**src/osd_defines.vh**
```
`ifndef OSD_DEFINES_VH
`define OSD_DEFINES_VH
// ==========================================================
// widths
`define OSD_NCH 8
`define OSD_MSB 7
// ==========================================================
// reset values
`define OSD_LATCH_RST 8'hff
`define OSD_SHIFT_RST 8'h00
`define OSD_SO_RST 1'b0
// ==========================================================
// timing
`define OSD_CLK_MHZ 125
`define OSD_BLANK_US 160
`define OSD_BLANK_CYC (`OSD_BLANK_US * `OSD_CLK_MHZ)
`define OSD_CNT_W 15
`define OSD_SYNC_STAGES 2
`endif

```
**src/osd_sync.v**
```verilog
`timescale 1ns/100ps
// ==========================================================
// two-flop synchroniser, first stage feeds only the second
module osd_sync #(
  parameter WIDTH = 1
) (
  input wire clk,
  input wire [WIDTH-1:0] d,
  output wire [WIDTH-1:0] q
);
  reg [WIDTH-1:0] meta_r;
  reg [WIDTH-1:0] sync_r;

  always @(posedge clk) begin
    meta_r <= d;
    sync_r <= meta_r;
  end

  assign q = sync_r;
endmodule // osd_sync

```
**src/osd_port.v**
```verilog
`timescale 1ns/100ps
// Functional notes
// - serial output enabled only while select is low, high impedance otherwise.
// - each of the first eight shifted-out bits is one when its output pin is sensed high.
// - reset pin turns drive off, sets every latch bit and clears the shift register at once, clock independent.
// - channel seven goes first, channel zero last, in both directions.
// - select rising edge copies shift register into the output latch.
// - select falling edge loads shift register with the eight sensed levels.
// - while selected, next bit appears on serial output after each shift clock rise.
// - while selected, serial input is sampled on each shift clock fall.
// - control bit one means output off, zero means output on.
// - shift register and control word are eight bits, one per channel.
// - fault clearing suppressed during blanking delay started at select rise.
// - data flows serial in to serial out unbounded, allowing daisy chains.
// - shift clock ignored completely while select is high.
// - after blanking, an on channel still sensed high gets its latch bit set off.
// - reset sets the whole output latch to ones, turning all eight outputs off.
`include "osd_defines.vh"

module osd_port #(
  parameter BLANK_CYCLES = `OSD_BLANK_CYC
) (
  input wire clk,
  input wire rst_n,
  input wire drv_reset_n,
  input wire cs_n,
  input wire sclk,
  input wire si,
  input wire [`OSD_MSB:0] out_sensed_high,
  output reg so_o,
  output reg so_oe,
  output reg [`OSD_MSB:0] out_off_r,
  output reg blank_busy_r
);

  // ==========================================================
  // reset pin synchroniser
  // asserts at once with no clock, releases two clocks later so that
  // every flop leaves reset on the same edge
  reg drv_rst_meta_r;
  reg drv_rst_sync_r;
  wire drv_rst_n_s;

  always @(posedge clk or negedge drv_reset_n) begin
    if (!drv_reset_n) begin
      drv_rst_meta_r <= 1'b0;
      drv_rst_sync_r <= 1'b0;
    end else begin
      drv_rst_meta_r <= 1'b1;
      drv_rst_sync_r <= drv_rst_meta_r;
    end
  end

  assign drv_rst_n_s = drv_rst_sync_r;

  // ==========================================================
  // pin synchronisers
  wire cs_n_s;
  wire sclk_s;
  wire si_s;
  wire [`OSD_MSB:0] sensed_s;

  osd_sync #(
    .WIDTH(3)
  ) u_sync_ctl (
    .clk(clk),
    .d({cs_n, sclk, si}),
    .q({cs_n_s, sclk_s, si_s})
  );

  // comparator flags arrive asynchronously from the output stages
  osd_sync #(
    .WIDTH(`OSD_NCH)
  ) u_sync_sense (
    .clk(clk),
    .d(out_sensed_high),
    .q(sensed_s)
  );

  // ==========================================================
  // edge decode shared by select and shift clock
  // previous and current synchronised level in, one-cycle pulse out
  function edge_up;
    input prev_lvl;
    input curr_lvl;
    begin
      edge_up = ~prev_lvl & curr_lvl;
    end
  endfunction

  function edge_down;
    input prev_lvl;
    input curr_lvl;
    begin
      edge_down = prev_lvl & ~curr_lvl;
    end
  endfunction

  // ==========================================================
  // edge detection on synchronised pins
  reg cs_n_d_r;
  reg sclk_d_r;
  wire selected;
  wire cs_fall;
  wire cs_rise;
  wire sclk_rise;
  wire sclk_fall;

  always @(posedge clk) begin
    if (!rst_n) begin
      cs_n_d_r <= 1'b1;
      sclk_d_r <= 1'b0;
    end else begin
      cs_n_d_r <= cs_n_s;
      sclk_d_r <= sclk_s;
    end
  end

  assign selected = ~cs_n_s;
  assign cs_fall = edge_down(cs_n_d_r, cs_n_s);
  assign cs_rise = edge_up(cs_n_d_r, cs_n_s);
  // clock edges count only while selected; gating here keeps idle
  // shift clock activity from disturbing the shift register
  assign sclk_rise = selected & ~cs_fall & edge_up(sclk_d_r, sclk_s);
  assign sclk_fall = selected & ~cs_fall & edge_down(sclk_d_r, sclk_s);

  // ==========================================================
  // shift register and serial output
  reg [`OSD_MSB:0] shift_r;

  // the pin reset is asynchronous so it clears even with no clock
  always @(posedge clk or negedge drv_rst_n_s) begin
    if (!drv_rst_n_s) begin
      shift_r <= `OSD_SHIFT_RST;
    end else if (!rst_n) begin
      shift_r <= `OSD_SHIFT_RST;
    end else if (cs_fall) begin
      shift_r <= sensed_s;
    end else if (sclk_fall) begin
      shift_r <= {shift_r[`OSD_MSB-1:0], si_s};
    end
  end

  always @(posedge clk or negedge drv_rst_n_s) begin
    if (!drv_rst_n_s) begin
      so_o <= `OSD_SO_RST;
      so_oe <= 1'b0;
    end else if (!rst_n) begin
      so_o <= `OSD_SO_RST;
      so_oe <= 1'b0;
    end else begin
      so_oe <= selected;
      if (sclk_rise) begin
        so_o <= shift_r[`OSD_MSB];
      end
    end
  end

  // ==========================================================
  // blanking timer
  reg [`OSD_CNT_W-1:0] blank_cnt_r;
  reg [`OSD_CNT_W-1:0] blank_cnt_nxt;
  reg blank_busy_nxt;
  // the count must fit the counter; 20000 cycles at 125 MHz is 160 us
  localparam [31:0] BLANK_LAST_W = BLANK_CYCLES - 1;
  localparam [`OSD_CNT_W-1:0] BLANK_LAST = BLANK_LAST_W[`OSD_CNT_W-1:0];
  localparam [`OSD_CNT_W-1:0] CNT_ONE = {{(`OSD_CNT_W-1){1'b0}}, 1'b1};

  always @* begin
    blank_cnt_nxt = blank_cnt_r;
    blank_busy_nxt = blank_busy_r;
    if (cs_rise) begin
      blank_cnt_nxt = BLANK_LAST;
      blank_busy_nxt = 1'b1;
    end else if (blank_busy_r) begin
      if (blank_cnt_r == {`OSD_CNT_W{1'b0}}) begin
        blank_busy_nxt = 1'b0;
      end else begin
        blank_cnt_nxt = blank_cnt_r - CNT_ONE;
      end
    end
  end

  always @(posedge clk or negedge drv_rst_n_s) begin
    if (!drv_rst_n_s) begin
      blank_cnt_r <= {`OSD_CNT_W{1'b0}};
      blank_busy_r <= 1'b0;
    end else if (!rst_n) begin
      blank_cnt_r <= {`OSD_CNT_W{1'b0}};
      blank_busy_r <= 1'b0;
    end else begin
      blank_cnt_r <= blank_cnt_nxt;
      blank_busy_r <= blank_busy_nxt;
    end
  end

  // ==========================================================
  // output latch with per-channel fault clearing
  // a fault only ever turns a channel off; a new frame can turn it back on
  localparam [`OSD_MSB:0] LATCH_RST = `OSD_LATCH_RST;
  genvar ch;
  generate
    for (ch = 0; ch < `OSD_NCH; ch = ch + 1) begin : g_ch
      wire fault_hit;
      // on channel whose pin stays high after blanking is overloaded
      assign fault_hit = ~blank_busy_r & ~cs_rise & ~out_off_r[ch] & sensed_s[ch];

      always @(posedge clk or negedge drv_rst_n_s) begin
        if (!drv_rst_n_s) begin
          out_off_r[ch] <= LATCH_RST[ch];
        end else if (!rst_n) begin
          out_off_r[ch] <= LATCH_RST[ch];
        end else if (cs_rise) begin
          out_off_r[ch] <= shift_r[ch];
        end else if (fault_hit) begin
          out_off_r[ch] <= 1'b1;
        end
      end
    end
  endgenerate

endmodule // osd_port

```
**config.mk**
```make
export PLATFORM = sky130hd
export DESIGN_NAME = osd_port
export DESIGN_NICKNAME = d
export VERILOG_FILES = /design/src/osd_sync.v /design/src/osd_port.v
export VERILOG_INCLUDE_DIRS = /design/src
export SDC_FILE = /design/constraint.sdc
export NUM_CORES = 1
export LEC_CHECK = 0
export BUFFER_PORTS_ARGS = -buffer_cell sky130_fd_sc_hd__buf_2
export CAP_MARGIN = 10
export CORE_MARGIN = 5
export CORE_UTILIZATION = 45
export DETAILED_ROUTE_END_ITERATION = 6
export PLACE_DENSITY = 0.63
export SYNTH_ARGS = -nofsm -noshare
export SYNTH_HDL_FRONTEND = slang
export SYNTH_HIERARCHICAL = 1
export SYNTH_SLANG_ARGS = --single-unit
```
**constraint.sdc**
```tcl
create_clock -name clk -period 1.9 [get_ports clk]
set_clock_uncertainty 0.05 [all_clocks]
set_input_delay 0.285 -clock clk [delete_from_list [all_inputs] [get_ports clk]]
set_output_delay 0.285 -clock clk [all_outputs]
set_load 0.1 [all_outputs]
```
==> metrics.txt <==
Core ar. between 5000 and 6000 µm²; FF-to-FF setup slack 0.11 ns; Combinational Power Share 0.145; clk sink count 60; H-tree depth 3; DR vias ~1800; crit-path cells nor4_4 -> buf_4 -> nand2_1 -> or3_1 -> a21oi_1; hold_ws 0.2141 ns; starting density of the core 0.4710; ys async rst share 0.6000; pin count of the biggest net entering global routing 35; layout cells sized above 1 0.2888; Avg Inst Size Synth 11.02 µm²; max-cap viol count 0; area occupied by multi-input gates ~970 µm²; CP required approximately 2.1 ns; CTS tree yes; Pint 2.492 mW; First-pass DRT Iterations 5; wire per inst around 15 µm; pre-CTS WS between 0.1 and 0.15 ns; post-synth cell types between 40 and 50; Total Routing Usage GR 0.1589; sequential area share after synthesis 0.5711; total CTS buffers 9; status finished, final reports clean; global route total overflow 0; Buf/Inv on CP 1; DRC 0; Synth Flop Type dfrtp_1; PwrDens 1069 nW/µm²; crit-path max FO 6; Worst EP arrival around 2.0 ns; std cell rows 26; global-route wire length before repair between 8000 and 9000 µm; DIE WIDTH approximately 84 µm; Psw just over 800 µW; Hold Vio Cnt, Final 0; Filler cells between 400 and 500; fmax around 560 MHz; Layout area overhead 26.96%; ANT cells 0; Nets 287; synthesized net count between 200 and 250; clk_lat worst skew roughly 0.33 ns; IO Count 25; initial antenna violation count 0; Sequential Area ~1400 µm²; setup ws final 0.1078 ns; peak supply drop about 0.65 mV; Final ANT Viol Nets 0; vias in the first global route 1820; clk buf depth 2; Post-Syn Area 2436 µm²; Worst Setup End Kind flip-flop; Worst Max-Slew Pin Slew 0.7858 ns; placed cell area ~2700 µm²; Util after Layout 0.5980; Largest stage delay, worst path 0.46 ns; clock-pin slew on the worst setup and hold paths around 0.070 ns; IO buf count 24; Slew Limit Fails 0; dpl hpwl 3376 µm; die height roughly 84 µm; clock root cell clkbuf_8; Worst path top cell family by delay simple AND/OR/NAND/NOR gates; min Tclk post-route approximately 1.8 ns; post-route setup TNS 0 ns; 1st-iter DRT viols slightly below 100; Tightest Hold Check Type in2reg; Clk network pwr share 0.429; Final Cell Area ~3100 µm²; Die Area between 6000 and 7000 µm²; P_leak 1.382 nW; final setup vio count 0; Post-Synthesis Cells 221; Crit-path slowest cell dfrtp_1; Post-Route WL 5158 µm; fin crit share 0.9433; crit path kind reg2reg; Synth Warn # 6; Post-synth EDFFs 0; Sw Share 0.2459; slew margin rel. 0.4726; Via density 5.205; Placer Congestion 0.8200; Worst Setup Start Kind flip-flop; #FFs+latches synth 60; Seq pwr share 0.426
[worst register-to-register path, cell delays in order, from the launching register on]
cell and delay (ns):
dfrtp_1 0.46, nor4_4 0.40, buf_4 0.19, nand2_1 0.10, or3_1 0.37, a21oi_1 0.14
[power by group through the flow]
stage	Sequential [mW]	Combinational (mW)	Clock, mW
floorplan	1.50	0.261	0
global placement	1.43	0.450	0
detailed placement	1.43	0.452	0
CTS	1.41	0.474	1.47
global route	1.42	0.526	1.51
finish	1.41	0.479	1.42
[cells in the final DEF (no fill, tap or decap), drive strengths merged, types with 6 or more instances in the layout]
cell         count
buf             39
nor2            22
dfxtp           24
nor3            14
dfstp            8
dlygate4sd3     12
mux2i           10
o21ai           12
clkbuf          12
nor2b           10
inv             10
mux2             8
a21oi            6
dfrtp           28
a211oi           7
[logic make-up (layout without fill, tap and decap cells)]
family | after synthesis | after routing | synth area share
simple gates | 79 | 79 | 0.1957
other cells | 1 | 1 | 0.001539
fa+ha+maj | 1 | 1 | 0.005135
mux | 18 | 18 | 0.07807
compound gates | 41 | 41 | 0.1120
buf+inv | 21 | 77 | 0.03647
flops | 60 | 60 | 0.5711
[area by class of cell]
class,instances,share of cell area
sequential,60,0.4502
timing repair buffer,51,0.1141
multi-input combinational,140,0.3143
clock inverter,4,0.03074
inverter,10,0.01214
clock buffer,12,0.05016
tap,70,0.02832
[repair_timing]
item | in CTS | in global routing
buffers inserted | 0 | 0
hold buffers | 12 | 0
gates resized for setup | 0 | 2
setup endpoints to repair | 0 | 5
hold endpoints to repair | 13 | 0
[cells in the mapped netlist, drive strengths merged, types with 2 or more instances]
cell type,number,area (µm²)
a211oi,7,52.55
a21oi,6,30.03
a31o,2,17.52
a31oi,4,25.02
a41o,2,20.02
and2,3,21.27
and3,2,12.51
buf,3,21.27
clkbuf,8,30.03
dfrtp,28,700.7
dfstp,8,210.2
dfxtp,24,480.5
inv,10,37.54
mux2,8,90.09
mux2i,10,100.1
nand2,5,18.77
nand2b,2,12.51
nand3,4,20.02
nand4,2,27.53
nor2,22,82.58
nor2b,10,62.56
nor3,14,75.07
nor4,4,55.05
o21ai,12,60.05
o31ai,2,15.01
or3,5,31.28
[state kept, by name, indices dropped and copies added (netlist names)]
name,cells
blank_cnt_r,15
out_off_r,8
shift_r,8
u_sync_sense/meta_r,8
u_sync_sense/q,8
u_sync_ctl/meta_r,3
u_sync_ctl/q,3
blank_busy_r,1
cs_n_d_r,1
drv_rst_meta_r,1
drv_rst_n_s,1
sclk_d_r,1
so_o,1
so_oe,1
[routing by layer]
| metal | track usage | vias up | wire [µm] |
|---|---|---|---|
| li1 | - | 892 | - |
| met1 | 0.1962 | 883 | 2250 |
| met2 | 0.2639 | 29 | 2716 |
| met3 | 0.03751 | 2 | 179 |
| met4 | 0.07018 | 0 | 11 |
| met5 | 0 | - | 0 |
[path summary, 6_finish.rpt]
| kind | endpoint | cells after the start | from |
|---|---|---|---|
| min in group asynchronous | drv_rst_meta_r$_DFF_PN0_ | 2 | drv_reset_n |
| hold reg to reg | shift_r[0]$_DFFE_PN0P_ | 1 | drv_rst_n_s$_DFF_PN0_ |
| setup / recovery | blank_cnt_r[12]$_DFFE_PN0P_ | 5 | blank_cnt_r[7]$_DFFE_PN0P_ |
| hold / removal | out_off_r[7]$_DFFE_PN1P_ | 2 | rst_n |
| setup reg to reg | blank_cnt_r[12]$_DFFE_PN0P_ | 5 | blank_cnt_r[7]$_DFFE_PN0P_ |
| max in group asynchronous | out_off_r[3]$_DFFE_PN1P_ | 1 | drv_rst_n_s$_DFF_PN0_ |
[through the flow]
stage / cells / total power, mW
after global placement: 319 / 1.878
after detailed placement: 319 / 1.883
final: 347 / 3.305
after CTS: 347 / 3.348
after global routing: 347 / 3.459
after floorplan: 221 / 1.762
Power figures use the tool's default switching activity.
